$ cat config.mk
export PLATFORM = sky130hd
export DESIGN_NAME = pcbr_cfg_forward
export DESIGN_NICKNAME = d
export VERILOG_FILES = /design/src/rtl/pcbr_cfg_forward.v
export VERILOG_INCLUDE_DIRS = /design/src /design/src/rtl
export SDC_FILE = /design/constraint.sdc
export NUM_CORES = 1
export LEC_CHECK = 0
export ABC_AREA = 0
export BUFFER_PORTS_ARGS = -buffer_cell sky130_fd_sc_hd__buf_2
export CAP_MARGIN = 20
export CORE_MARGIN = 4
export CORE_UTILIZATION = 25
export CTS_CLUSTER_DIAMETER = 50
export DETAILED_ROUTE_END_ITERATION = 10
export PLACE_DENSITY = 0.45
export RECOVER_POWER = 50
export SYNTH_ARGS = -nofsm -noshare
export SYNTH_HDL_FRONTEND = slang
export SYNTH_SLANG_ARGS = --single-unit
$ cat constraint.sdc
create_clock -name ref_clk -period 5.3 [get_ports ref_clk]
set_input_delay 0.265 -clock ref_clk [delete_from_list [all_inputs] [get_ports ref_clk]]
set_output_delay 0.265 -clock ref_clk [all_outputs]
set_load 0.01 [all_outputs]
$ cat src/rtl/pcbr_cfg_defs.vh
// Constants of the bridge's configuration forwarding and termination core.
// Assumes it is included by its bare name from the design file.
`ifndef PCBR_CFG_DEFS_VH
`define PCBR_CFG_DEFS_VH
// ============================================================
// Register offsets (register bus, byte addresses)
`define PCBR_OFS_BUSNUM   8'h18
`define PCBR_OFS_CTRL     8'h3C
`define PCBR_OFS_STATUS   8'h40
`define PCBR_OFS_EVDIS    8'h64
// ============================================================
// Field positions
`define PCBR_BIT_MAMODE   5
`define PCBR_BIT_SERREN   8
`define PCBR_BIT_EVDIS_MA 4
`define PCBR_BIT_PRI_RMA  0
`define PCBR_BIT_SEC_RMA  1
// ============================================================
// Address and command encodings
`define PCBR_TYPE1        2'h1
`define PCBR_DEV_ALL      5'h1F
`define PCBR_FUNC_ALL     3'h7
`define PCBR_REG_ZERO     6'h00
`define PCBR_CMD_SPECIAL  4'h1
`define PCBR_CMD_CFGRD    4'hA
`define PCBR_CMD_CFGWR    4'hB
// ============================================================
// Reset values
`define PCBR_RST_BUSNUM   24'h000000
`define PCBR_RST_CTRL     16'h0000
`define PCBR_RST_EVDIS    8'h00
// ============================================================
// Timing: devsel wait in clocks after frame asserted
`define PCBR_DEVSEL_WAIT  3'h5
`endif

$ cat src/rtl/pcbr_cfg_forward.v
// Configuration forwarding decode, special-cycle conversion and
// master-side termination tracking of a two-port PCI bridge core.
// Assumes a bus sequencer presents address phases and reports target
// bus outcomes as one-cycle pulses on ref_clk; all inputs except sys_rst are synchronous.
//
// Chosen here: the address-and-strobe port and the placing of the registers.
`timescale 1ns/10ps
`include "pcbr_cfg_defs.vh"

module pcbr_cfg_forward (
  input  wire        ref_clk,        // 250 MHz clock
  input  wire        sys_rst,        // Asynchronous reset, high
  // Register bus
  input  wire [7:0]  regAddr,        // Byte address
  input  wire [31:0] regWdata,       // Write data
  input  wire        regWr,          // Write strobe
  input  wire        regRd,          // Read strobe
  output reg  [31:0] regRdata,       // Read data, cycle after strobe
  // Address phase from the initiating bus
  input  wire        addrValid,      // Address phase pulse
  input  wire        addrFromSec,    // 1: initiated on secondary bus
  input  wire [31:0] addrAd,         // AD bus in address phase
  input  wire [3:0]  addrCmd,        // Command in address phase
  input  wire        burstReq,       // Initiator wants more phases
  // Target bus sequencing
  input  wire        tgtFrame,       // Our FRAME asserted on target bus
  input  wire        tgtDevsel,      // DEVSEL seen on target bus
  input  wire        tgtTrdy,        // TRDY seen on target bus
  input  wire        tgtStop,        // STOP seen on target bus
  input  wire        lastDword,      // Delivered last buffered dword
  input  wire        prefBoundary,   // Prefetch boundary reached
  input  wire        latTimerExp,    // Master latency timer expired
  input  wire        busGnt,         // Grant on target bus
  input  wire        isPosted,       // Current job is a posted write
  input  wire        isPrefetch,     // Current job is prefetching read
  input  wire        isMwi,          // Current job is write-invalidate
  // Decode results
  output reg         fwdDown,        // Forward type 1 downstream
  output reg         fwdUp,          // Forward type 1 upstream
  output reg         genSpecial,     // Generate special cycle
  output reg  [3:0]  outCmd,         // Command for target bus
  output reg  [31:0] outAd,          // Address for target bus
  output reg         tgtIgnore,      // Do not claim this address phase
  // Initiator-side answer
  output reg         respDevsel,     // Claim delayed txn on first try and repeats; after abort only for special cycles
  output reg         respTrdy,       // TRDY to initiator
  output reg         respStop,       // STOP to initiator
  // Target-bus master control
  output reg         mstFrame,       // Keep FRAME asserted
  output reg         mstIrdy,        // Keep IRDY asserted
  output reg         mstEnd,         // Transaction ended pulse
  output reg         mstAbort,       // Master abort pulse
  output reg         resumeWrite,    // Restart posted write remainder
  output reg         dropPosted,     // Discard posted data pulse
  output reg         termRetry,      // Retry seen pulse
  output reg         termDisc,       // Disconnect seen pulse
  output reg         termTgtAbort,   // Target abort seen pulse
  output reg         upstream_system_error_out // System error level
);

  // ============================================================
  // Configuration registers
  reg  [23:0] busNum_q;      // [7:0] primary, [15:8] sec, [23:16] sub
  reg  [15:0] ctrl_q;        // Bridge control and command bits
  reg  [7:0]  evDis_q;       // Event disable
  reg  [1:0]  rma_q;         // Received master abort, [0] pri [1] sec
  reg         dlyPend_q;     // Delayed transaction queued
  reg         dlyAborted_q;  // Its completion was a master abort
  reg         dlySpecial_q;  // It was a special-cycle conversion
  reg         dlyDone_q;     // Delayed job completed on target bus
  reg         dlySec_q;      // Delayed job came from secondary
  reg  [2:0]  waitCnt_q;     // Clocks since FRAME without DEVSEL
  reg         sawDevsel_q;   // DEVSEL seen earlier in transaction
  reg         dataMoved_q;   // A data phase has completed
  reg  [1:0]  abState_q;     // Master-abort sequence state
  reg         noRefetch_q;   // Prefetch cut by timer

  localparam [1:0] AB_IDLE = 2'h0;
  localparam [1:0] AB_FRM  = 2'h1;
  localparam [1:0] AB_IRDY = 2'h2;

  wire [7:0] priBus = busNum_q[7:0];
  wire [7:0] secBus = busNum_q[15:8];
  wire [7:0] subBus = busNum_q[23:16];

  // Type 1 special-cycle address pattern
  function isSpecialAd;
    input [31:0] ad;
    begin
      isSpecialAd = (ad[1:0] == `PCBR_TYPE1) &&
                    (ad[15:11] == `PCBR_DEV_ALL) &&
                    (ad[10:8] == `PCBR_FUNC_ALL) &&
                    (ad[7:2] == `PCBR_REG_ZERO);
    end
  endfunction

  // ============================================================
  // Address phase decode
  wire isCfg   = (addrCmd == `PCBR_CMD_CFGRD) || (addrCmd == `PCBR_CMD_CFGWR);
  wire isCfgWr = (addrCmd == `PCBR_CMD_CFGWR);
  wire isT1    = (addrAd[1:0] == `PCBR_TYPE1);
  wire [7:0] adBus = addrAd[23:16];
  wire inRangeEx = (adBus > secBus) && (adBus <= subBus);
  wire inRangeIn = (adBus >= secBus) && (adBus <= subBus);
  wire spcPat  = isSpecialAd(addrAd);
  wire spcDown = !addrFromSec && isCfgWr && spcPat && (adBus == secBus);
  wire spcUp   = addrFromSec && isCfgWr && spcPat && (adBus == priBus);
  wire dnHit   = !addrFromSec && isT1 && isCfg && inRangeEx;
  wire upHit   = addrFromSec && isT1 && isCfgWr && !inRangeIn &&
                 (addrAd[15:11] == `PCBR_DEV_ALL) &&
                 (addrAd[10:8] == `PCBR_FUNC_ALL);
  wire spcCmd  = (addrCmd == `PCBR_CMD_SPECIAL);

  // Master-abort condition on target bus
  wire abortNow = tgtFrame && !tgtDevsel && !sawDevsel_q &&
                  (waitCnt_q == `PCBR_DEVSEL_WAIT);
  wire tgtAbortSeen = tgtStop && !tgtDevsel && !tgtTrdy && sawDevsel_q;

  // ============================================================
  // Register writes and status
  always @(posedge ref_clk or posedge sys_rst) begin
    if (sys_rst) begin
      busNum_q <= `PCBR_RST_BUSNUM;
      ctrl_q   <= `PCBR_RST_CTRL;
      evDis_q  <= `PCBR_RST_EVDIS;
      rma_q    <= 2'h0;
    end else begin
      if (regWr && regAddr == `PCBR_OFS_BUSNUM) begin
        busNum_q <= regWdata[23:0];
      end
      if (regWr && regAddr == `PCBR_OFS_CTRL) begin
        ctrl_q <= regWdata[15:0];
      end
      if (regWr && regAddr == `PCBR_OFS_EVDIS) begin
        evDis_q <= regWdata[7:0];
      end
      // Write one clears; a new abort in the same cycle wins
      if (regWr && regAddr == `PCBR_OFS_STATUS) begin
        rma_q <= rma_q & ~regWdata[1:0];
      end
      if (abortNow && !dlySpecial_q) begin
        if (dlySec_q) begin
          rma_q[`PCBR_BIT_PRI_RMA] <= 1'b1;
        end else begin
          rma_q[`PCBR_BIT_SEC_RMA] <= 1'b1;
        end
      end
    end
  end

  // ============================================================
  // Register reads, answer in the following cycle
  always @(posedge ref_clk or posedge sys_rst) begin
    if (sys_rst) begin
      regRdata <= 32'h00000000;
    end else if (regRd) begin
      case (regAddr)
        `PCBR_OFS_BUSNUM: regRdata <= {8'h00, busNum_q};
        `PCBR_OFS_CTRL:   regRdata <= {16'h0000, ctrl_q};
        `PCBR_OFS_STATUS: regRdata <= {30'h00000000, rma_q};
        `PCBR_OFS_EVDIS:  regRdata <= {24'h000000, evDis_q};
        default:          regRdata <= 32'h00000000;
      endcase
    end else begin
      regRdata <= 32'h00000000;
    end
  end

  // ============================================================
  // Decode outputs, registered one cycle after the address phase
  always @(posedge ref_clk or posedge sys_rst) begin
    if (sys_rst) begin
      fwdDown    <= 1'b0;
      fwdUp      <= 1'b0;
      genSpecial <= 1'b0;
      outCmd     <= 4'h0;
      outAd      <= 32'h00000000;
      tgtIgnore  <= 1'b0;
    end else if (addrValid) begin
      fwdDown    <= dnHit && !spcDown;
      fwdUp      <= upHit && !spcUp;
      genSpecial <= spcDown || spcUp;
      outCmd     <= (spcDown || spcUp) ? `PCBR_CMD_SPECIAL
                                       : addrCmd;
      outAd      <= addrAd;
      tgtIgnore  <= spcCmd;
    end else begin
      fwdDown    <= 1'b0;
      fwdUp      <= 1'b0;
      genSpecial <= 1'b0;
      tgtIgnore  <= 1'b0;
    end
  end

  // ============================================================
  // Delayed transaction tracking and initiator answers
  always @(posedge ref_clk or posedge sys_rst) begin
    if (sys_rst) begin
      dlyPend_q    <= 1'b0;
      dlyAborted_q <= 1'b0;
      dlySpecial_q <= 1'b0;
      dlyDone_q    <= 1'b0;
      dlySec_q     <= 1'b0;
      respDevsel   <= 1'b0;
      respTrdy     <= 1'b0;
      respStop     <= 1'b0;
    end else begin
      respDevsel <= 1'b0;
      respTrdy   <= 1'b0;
      respStop   <= 1'b0;
      if (addrValid && !spcCmd && (dnHit || upHit || spcDown || spcUp)) begin
        if (!dlyPend_q) begin
          // Queue as delayed; initiator is retried meanwhile
          dlyPend_q    <= 1'b1;
          dlySpecial_q <= spcDown || spcUp;
          dlySec_q     <= addrFromSec;
          respDevsel   <= 1'b1;
          respStop     <= 1'b1;
        end else if (dlyAborted_q && !dlySpecial_q) begin
          // Repeat after abort: stay silent and retire
          dlyPend_q    <= 1'b0;
          dlyAborted_q <= 1'b0;
        end else if (dlyDone_q) begin
          respDevsel   <= 1'b1;
          respTrdy     <= 1'b1;
          respStop     <= burstReq;
          dlyPend_q    <= 1'b0;
          dlyDone_q    <= 1'b0;
          dlyAborted_q <= 1'b0;
        end else begin
          respDevsel <= 1'b1;
          respStop   <= 1'b1;
        end
      end
      if (abortNow && dlyPend_q) begin
        dlyAborted_q <= 1'b1;
        dlyDone_q    <= dlySpecial_q;
      end else if (dlyPend_q && tgtTrdy && tgtDevsel) begin
        dlyDone_q <= 1'b1;
      end
    end
  end

  // ============================================================
  // Target-bus master termination
  always @(posedge ref_clk or posedge sys_rst) begin
    if (sys_rst) begin
      waitCnt_q   <= 3'h0;
      sawDevsel_q <= 1'b0;
      dataMoved_q <= 1'b0;
      abState_q   <= AB_IDLE;
      noRefetch_q <= 1'b0;
      mstFrame    <= 1'b0;
      mstIrdy     <= 1'b0;
      mstEnd      <= 1'b0;
      mstAbort    <= 1'b0;
      resumeWrite <= 1'b0;
      dropPosted  <= 1'b0;
      termRetry   <= 1'b0;
      termDisc    <= 1'b0;
      termTgtAbort <= 1'b0;
      upstream_system_error_out <= 1'b0;
    end else begin
      mstEnd       <= 1'b0;
      mstAbort     <= 1'b0;
      resumeWrite  <= 1'b0;
      dropPosted   <= 1'b0;
      termRetry    <= 1'b0;
      termDisc     <= 1'b0;
      termTgtAbort <= 1'b0;
      // Devsel wait counter
      if (tgtFrame && !tgtDevsel && !sawDevsel_q &&
          waitCnt_q != `PCBR_DEVSEL_WAIT) begin
        waitCnt_q <= waitCnt_q + 3'h1;
      end else if (!tgtFrame && abState_q == AB_IDLE) begin
        waitCnt_q <= 3'h0;
      end
      if (tgtDevsel) begin
        sawDevsel_q <= 1'b1;
      end
      if (tgtTrdy && tgtDevsel) begin
        dataMoved_q <= 1'b1;
      end
      case (abState_q)
        AB_IDLE: begin
          mstFrame <= tgtFrame;
          mstIrdy  <= tgtFrame;
          if (abortNow) begin
            mstAbort <= 1'b1;
            dropPosted <= isPosted;
            upstream_system_error_out <= isPosted &&
              ctrl_q[`PCBR_BIT_MAMODE] && ctrl_q[`PCBR_BIT_SERREN] &&
              !evDis_q[`PCBR_BIT_EVDIS_MA];
            mstFrame  <= 1'b0;
            mstIrdy   <= 1'b1;
            abState_q <= AB_IRDY;
          end else if (tgtFrame && tgtStop && tgtDevsel) begin
            termRetry <= !tgtTrdy && !dataMoved_q;
            termDisc  <= tgtTrdy || dataMoved_q;
            resumeWrite <= isPosted && !lastDword;
            abState_q <= AB_FRM;
          end else if (tgtFrame && tgtAbortSeen) begin
            termTgtAbort <= 1'b1;
            abState_q <= AB_FRM;
          end else if (tgtFrame && ((tgtTrdy && !isPosted && !isPrefetch) ||
                       (isPrefetch && prefBoundary) ||
                       (isPosted && lastDword))) begin
            abState_q <= AB_FRM;
          end else if (tgtFrame && !isMwi && latTimerExp && !busGnt) begin
            resumeWrite <= isPosted && !lastDword;
            noRefetch_q <= isPrefetch;
            abState_q <= AB_FRM;
          end
        end
        AB_FRM: begin
          // Frame drops first; irdy held for last phase
          mstFrame  <= 1'b0;
          mstIrdy   <= 1'b1;
          abState_q <= AB_IRDY;
        end
        AB_IRDY: begin
          mstIrdy     <= 1'b0;
          mstFrame    <= 1'b0;
          mstEnd      <= 1'b1;
          sawDevsel_q <= 1'b0;
          dataMoved_q <= 1'b0;
          waitCnt_q   <= 3'h0;
          abState_q   <= AB_IDLE;
        end
        default: abState_q <= AB_IDLE;
      endcase
      if (addrValid && !isPrefetch) begin
        noRefetch_q <= 1'b0;
      end
    end
  end

endmodule // pcbr_cfg_forward

==> flow_summary.ini, run 1 <==
[outcome]
status = finished, violations left
violations = max-capacitance violations, max-slew violations

[floorplan]
die_x_um = 167
rows = 58
die_area_mm2 = 0.0280
coreArea_mm2 = 0.0251
dieHeight_um = 167
pin_count = 179
start_util_pct = 25.3

[clock_tree]
cts_made_buffers = 17
htreeDepth = 4
clock_path_buffers = 2
clock_latency_ns = 0.42
cts_tree = yes
root_buffer = clkbuf_16
ctsHoldBuffers = 0
clk_pin_slew_ns = 0.06
post_cts_buffers = 0
cts_sinks = 139
ctsResizeCount = 0

[drt]
drt_wl_total_um = 17400
antenna_left = 0
vias = 4510
viasPerCell = 4.47
firstDrtPassIters = 5
drc_errors = 0
wire_per_inst_um = 17.2
drt_iter0_markers = 214

[timing]
fin_tns_setup_ns = 0
clock.fmax_ghz = 0.336
maxSlewHeadroom_pct = -148
drv_slew = 126
period_minus_slack_ns = 2.98
skew_ns = 0.00991
hold_viol = 0
rsz0062_at_grt = no
worst_pin_slew_ns = 3.70
finalSetupViolations = 0
min_period_over_period_pct = 56.2

[final_layout]
drive_gt1_share_pct = 35.1
diodes = 0
nets = 782
stdcell_count = 1009
area_delta_synth_final_pct = 26.7

[grt]
grt_pass1_wl_um = 27400
grt_overflow_total = 0
antenna_found_initial = 1
grt_pass1_vias = 4949
grt_max_degree = 85
grtUsageTotal_pct = 12.5

[synth]
synth_edf_count = 0
ys.flop_type = dfrtp_1
async_flop_share_pct = 100
syn_area_mm2 = 0.00635
syn-instance-count = 498
synth-seq-cells = 139
ys_seq_area_share_pct = 54.8
ys_warn_count = 0
avgSynthCellArea_um2 = 12.7
synth_cell_types = 57

[setup_path]
required_ns = 5.61
cp-end-kind = flop
reg2reg_setup_slack_ns = 2.76
cp.arrival_ns = 3.29
path_max_fanout = 40
critPathLaunchType = input port
crit_type = input port to flop

[placement]
place_congestion = 0.750
portBuffers = 162
placedCellCount = 976
dp_hpwl_um = 12700

[power_and_ir_drop]
p_int_mw = 2.08
power.switching_mw = 0.736
p_leak_nw = 3.83
ir_worst_vdd_mv = 0.165
p_clk_share_pct = 45.1
powerDensity_mw_per_mm2 = 350
pwr-share-seq_pct = 42.5
swShare_pct = 26.1
comb_power_share_pct = 12.4

[min_path]
hp-class = input port to flop

[run]
maxCapViolations = 2
## flip-flops by register name, indices dropped and copies added, names as in the netlist, 2 cells and up
register,cells
outAd,32
busNum_q,24
regRdata,24
ctrl_q,16
evDis_q,8
outCmd,4
waitCnt_q,3
abState_q,2
rma_q,2
## Yosys cell counts (6+ instances only)
| library cell | n | area share [%] |
|---|---|---|
| nand3_1 | 12 | 0.95 |
| mux2_4 | 38 | 9.0 |
| a21oi_1 | 21 | 1.7 |
| inv_1 | 26 | 1.5 |
| o21ai_0 | 12 | 0.95 |
| xor2_1 | 8 | 1.1 |
| mux2_2 | 45 | 8.0 |
| nor2_1 | 28 | 1.7 |
| nand2_1 | 22 | 1.3 |
| nor4_1 | 6 | 0.59 |
| ha_1 | 22 | 4.3 |
| buf_4 | 11 | 1.3 |
| dfrtp_1 | 139 | 55 |
| a22oi_1 | 15 | 1.8 |
| nand4_1 | 9 | 0.89 |
| and3_1 | 12 | 1.2 |
## cell families after synthesis
logic type / after synthesis / synth area share [%]
compound gates: 73 / 7.67
xor+xnor: 8 / 1.10
fa+ha+maj: 22 / 4.34
buf+inv: 50 / 4.14
flops: 139 / 54.8
mux: 85 / 17.3
other cells: 1 / 0.0591
simple gates: 120 / 10.6
## layout by cell type (no fill, tap or decap), drive strengths merged, types with 12 or more instances in the layout
cell type | Yosys | layout
nand3 | 12 | 12
ha | 22 | 22
mux2 | 84 | 84
dfrtp | 139 | 139
nor2 | 28 | 28
buf | 22 | 110
a21oi | 21 | 21
clkbuf | 2 | 76
o21ai | 13 | 13
inv | 26 | 28
and3 | 12 | 12
a22oi | 15 | 15
nand2 | 25 | 25
## per-stage QoR
| stage | total power, mW | utilization, % | hold slack, ns | cell area [um^2] | worst slack, ns |
|---|---|---|---|---|---|
| after global routing | 2.95 | 32.0 | 0.0575 | 8040 | 1.64 |
| final | 2.82 | 32.0 | 0.0687 | 8040 | 2.32 |
| after global placement | 1.56 | 29.7 | 0.452 | 7460 | 2.24 |
| after detailed placement | 1.57 | 29.7 | 0.450 | 7460 | 2.19 |
| after floorplan | 1.43 | - | 0.336 | 6370 | 1.31 |
| after CTS | 2.86 | 32.2 | 0.00950 | 8090 | 2.64 |
## routing by layer
layer | vias to the layer above | GRT usage [%] | part of all wire [%]
met4 | 2 | 4.34 | 1.7
met1 | 2259 | 16.6 | 46
met3 | 21 | 3.59 | 5.5
met5 | - | 0 | 0.075
met2 | 130 | 19.4 | 46
li1 | 2098 | - | -
## power by group through the flow
stage | combinational [mW] | sequential (mW) | clock, mW
floorplan | 0.205 | 1.22 | 0
global placement | 0.349 | 1.21 | 0
detailed placement | 0.359 | 1.21 | 0
CTS | 0.361 | 1.20 | 1.31
global route | 0.395 | 1.21 | 1.35
finish | 0.350 | 1.20 | 1.27
## layout make-up
class	count	area (um^2)
Fill cell	2615	17100
Sequential cell	139	3480
Multi-Input combinational cell	316	2630
Timing Repair Buffer	166	788
Clock buffer	20	467
Tap cell	330	413
Clock inverter	12	161
Inverter	26	98.8
## worst max-delay path, cell delays in order
cell	delay (ns)
buf_2	0.07
clkbuf_1	1.50
o31ai_1	0.46
or2_2	0.46
a31oi_1	0.17
mux2_2	0.35
## path summary, 6_finish.rpt
| path | cells past startpoint | from | endpoint |
|---|---|---|---|
| setup / recovery | 6 | addrValid | dlySec_q$_DFFE_PP0P_ |
| hold / removal | 2 | addrCmd[1] | tgtIgnore$_DFF_PP0_ |
| setup reg to reg | 8 | busNum_q[11]$_DFFE_PP0P_ | dlyPend_q$_DFFE_PP0P_ |
| hold reg to reg | 1 | dataMoved_q$_DFFE_PP0P_ | termRetry$_DFF_PP0_ |
| max in group asynchronous | 3 | sys_rst | outAd[24]$_DFFE_PP0P_ |
| min in group asynchronous | 2 | sys_rst | dlySec_q$_DFFE_PP0P_ |
Power figures use the tool's default switching activity.
==> run 2: changes to the inputs <==
--- a/config.mk
+++ b/config.mk
@@ -13,7 +13,7 @@
 export CORE_UTILIZATION = 25
 export CTS_CLUSTER_DIAMETER = 50
 export DETAILED_ROUTE_END_ITERATION = 10
-export PLACE_DENSITY = 0.45
+export PLACE_DENSITY = 0.47
 export RECOVER_POWER = 50
 export SYNTH_ARGS = -nofsm -noshare
 export SYNTH_HDL_FRONTEND = slang
==> constraint.sdc (replaced) <==
create_clock -name ref_clk -period 2.7 [get_ports ref_clk]
set_input_delay 0.135 -clock ref_clk [delete_from_list [all_inputs] [get_ports ref_clk]]
set_output_delay 0.135 -clock ref_clk [all_outputs]
set_load 0.01 [all_outputs]
==> flow_summary.ini, run 2 (synthesized netlist as in run 1, its figures left out) <==
[floorplan]
start_util_pct = 25.3
die_area_mm2 = 0.0280
pin_count = 179
coreArea_mm2 = 0.0251
dieHeight_um = 167
rows = 58
die_x_um = 167

[grt]
antenna_found_initial = 1
grt_pass1_vias = 5068
busiest_layer = met2
grt_use_met1_pct = 17.4
met2_usage_pct = 20.1
met3_usage_pct = 4.04
grt_max_degree = 140
grt_overflow_total = 0
grt_pass1_wl_um = 28400
grtUsageTotal_pct = 12.9

[final_layout]
mostFrequentLayoutCell = dfrtp_1
nets = 843
largest_reg_flops = 32
area_delta_synth_final_pct = 34.8
drive_gt1_share_pct = 29.6
top_register = outAd
final_area_mm2 = 0.00856
final_cell_mix = dfrtp_1, buf_2, clkbuf_1, dlygate4sd3_1, mux2_2
diodes = 0
reg.largest.list = outAd x32, busNum_q x24, regRdata x24

[setup_path]
cp-end-kind = flop
reg2reg_setup_slack_ns = 0.19
path_max_fanout = 6
critPathLaunchType = flop
reg2reg_from = busNum_q[9]$_DFFE_PP0P_
crit_type = flop to flop
timing.rr.end = dlyPend_q$_DFFE_PP0P_
required_ns = 3.00
cp.arrival_ns = 2.81
rr_worst_depth = 9

[power_and_ir_drop]
power_mw = 5.48
pwr-share-seq_pct = 42.9
swShare_pct = 25.9
ir_worst_vdd_mv = 0.354
comb_power_share_pct = 13.4
p_clk_share_pct = 43.7
powerDensity_mw_per_mm2 = 640
power.switching_mw = 1.42
p_leak_nw = 4.02
p_int_mw = 4.06

[timing]
min_period_over_period_pct = 93.0
maxSlewHeadroom_pct = -29.4
fin_tns_setup_ns = 0
finalSetupViolations = 0
drv_slew = 140
hold_viol = 0
worst_pin_slew_ns = 1.94
rsz0062_at_grt = no
period_minus_slack_ns = 2.51
clock.fmax_ghz = 0.398
whs_ns = 0.0220
skew_ns = 0.0112

[outcome]
status = finished, violations left
violations = max-capacitance violations, max-slew violations

[min_path]
hold_end = sawDevsel_q$_DFFE_PP0P_
hold_path_depth = 3
hp-class = input port to flop
min_from = tgtDevsel

[placement]
postPlaceCellArea_mm2 = 0.00752
dp_hpwl_um = 12500
place_congestion = 0.740
portBuffers = 162

[drt]
viasPerCell = 4.35
drc_errors = 0
drt_iter0_markers = 181
wire_per_inst_um = 16.5
antenna_left = 0
vias = 4654
drt_wl_total_um = 17600
firstDrtPassIters = 4

[run]
maxCapViolations = 1

[clock_tree]
clock_latency_ns = 0.42
cts_sinks = 139
clock_path_buffers = 2
root_buffer = clkbuf_16
htreeDepth = 4
cts_tree = yes
cts_made_buffers = 17
clk_pin_slew_ns = 0.06
==> run 2: changes by cell type in the layout (fill, tap and decap cells not counted), moves of 2 or more <==
cell | previous run | this run
buf_2 | 107 | 83
buf_4 | 2 | 9
clkbuf_1 | 56 | 81
clkbuf_8 | 3 | 1
clkinv_2 | 0 | 5
clkinv_4 | 0 | 2
clkinvlp_4 | 6 | 3
dlygate4sd3_1 | 0 | 55
inv_6 | 3 | 0
==> run 2: how the worst max path moves through the flow <==
stage,from,endpoint,slack [ns]
6_report,busNum_q[9]$_DFFE_PP0P_,dlyPend_q$_DFFE_PP0P_,0.19
5_1_grt,sys_rst,outAd[20]$_DFFE_PP0P_,0.06
4_1_cts,busNum_q[9]$_DFFE_PP0P_,dlyPend_q$_DFFE_PP0P_,0.19
3_5_place_dp,busNum_q[9]$_DFFE_PP0P_,dlyPend_q$_DFFE_PP0P_,0.21
3_3_place_gp,busNum_q[9]$_DFFE_PP0P_,dlyPend_q$_DFFE_PP0P_,0.24
2_1_floorplan,busNum_q[9]$_DFFE_PP0P_,dlyPend_q$_DFFE_PP0P_,0.42
==> run 2: power by group through the flow <==
stage          combinational, mW  sequential [mW]  clock (mW)
6_report                   0.734             2.35        2.39
5_1_grt                    0.824             2.37        2.56
4_1_cts                    0.772             2.35        2.47
3_5_place_dp               0.706             2.38           0
3_3_place_gp               0.703             2.38           0
2_1_floorplan              0.403             2.40           0
==> run 2: cell type report <==
class                   count  area (um^2)
clock buffers              20          447
clock inverters            12          148
fillers                  2617        16600
inverters                  26          101
multi-input cells         316         2630
flip-flops and latches    139         3480
well taps                 330          413
repair buffers            227         1340
==> run 2: worst max-delay path: stages, from the launching register on <==
cell and delay, ns:
dfrtp_1 0.38, inv_1 0.06, ha_1 0.27, nor2b_1 0.14
o211ai_2 0.14, a21oi_1 0.10, or4_1 0.40, a21o_1 0.27
a31oi_4 0.28, mux2_1 0.34
==> run 2: per-layer routing <==
metal	routed length [um]	up-vias	share of wire [%]
met1	8150	2299	46
met3	1000	16	5.7
met5	13	-	0.074
met2	8250	116	47
met4	204	2	1.2
li1	-	2221	-
==> run 2: per-stage QoR <==
step	setup WS (ns)	instances	util [%]
4_1_cts	0.192	1070	34.5
3_5_place_dp	0.208	983	30.0
6_report	0.189	1070	34.1
5_1_grt	0.0554	1070	34.1
2_1_floorplan	0.424	505	-
3_3_place_gp	0.245	983	30.0
==> run 2: what timing repair did <==
| action | in CTS | in global routing |
|---|---|---|
| gates resized for setup | 0 | 0 |
| hold buffers | 55 | 0 |
| hold endpoints to repair | 121 | 0 |
| setup buffers | 0 | 0 |
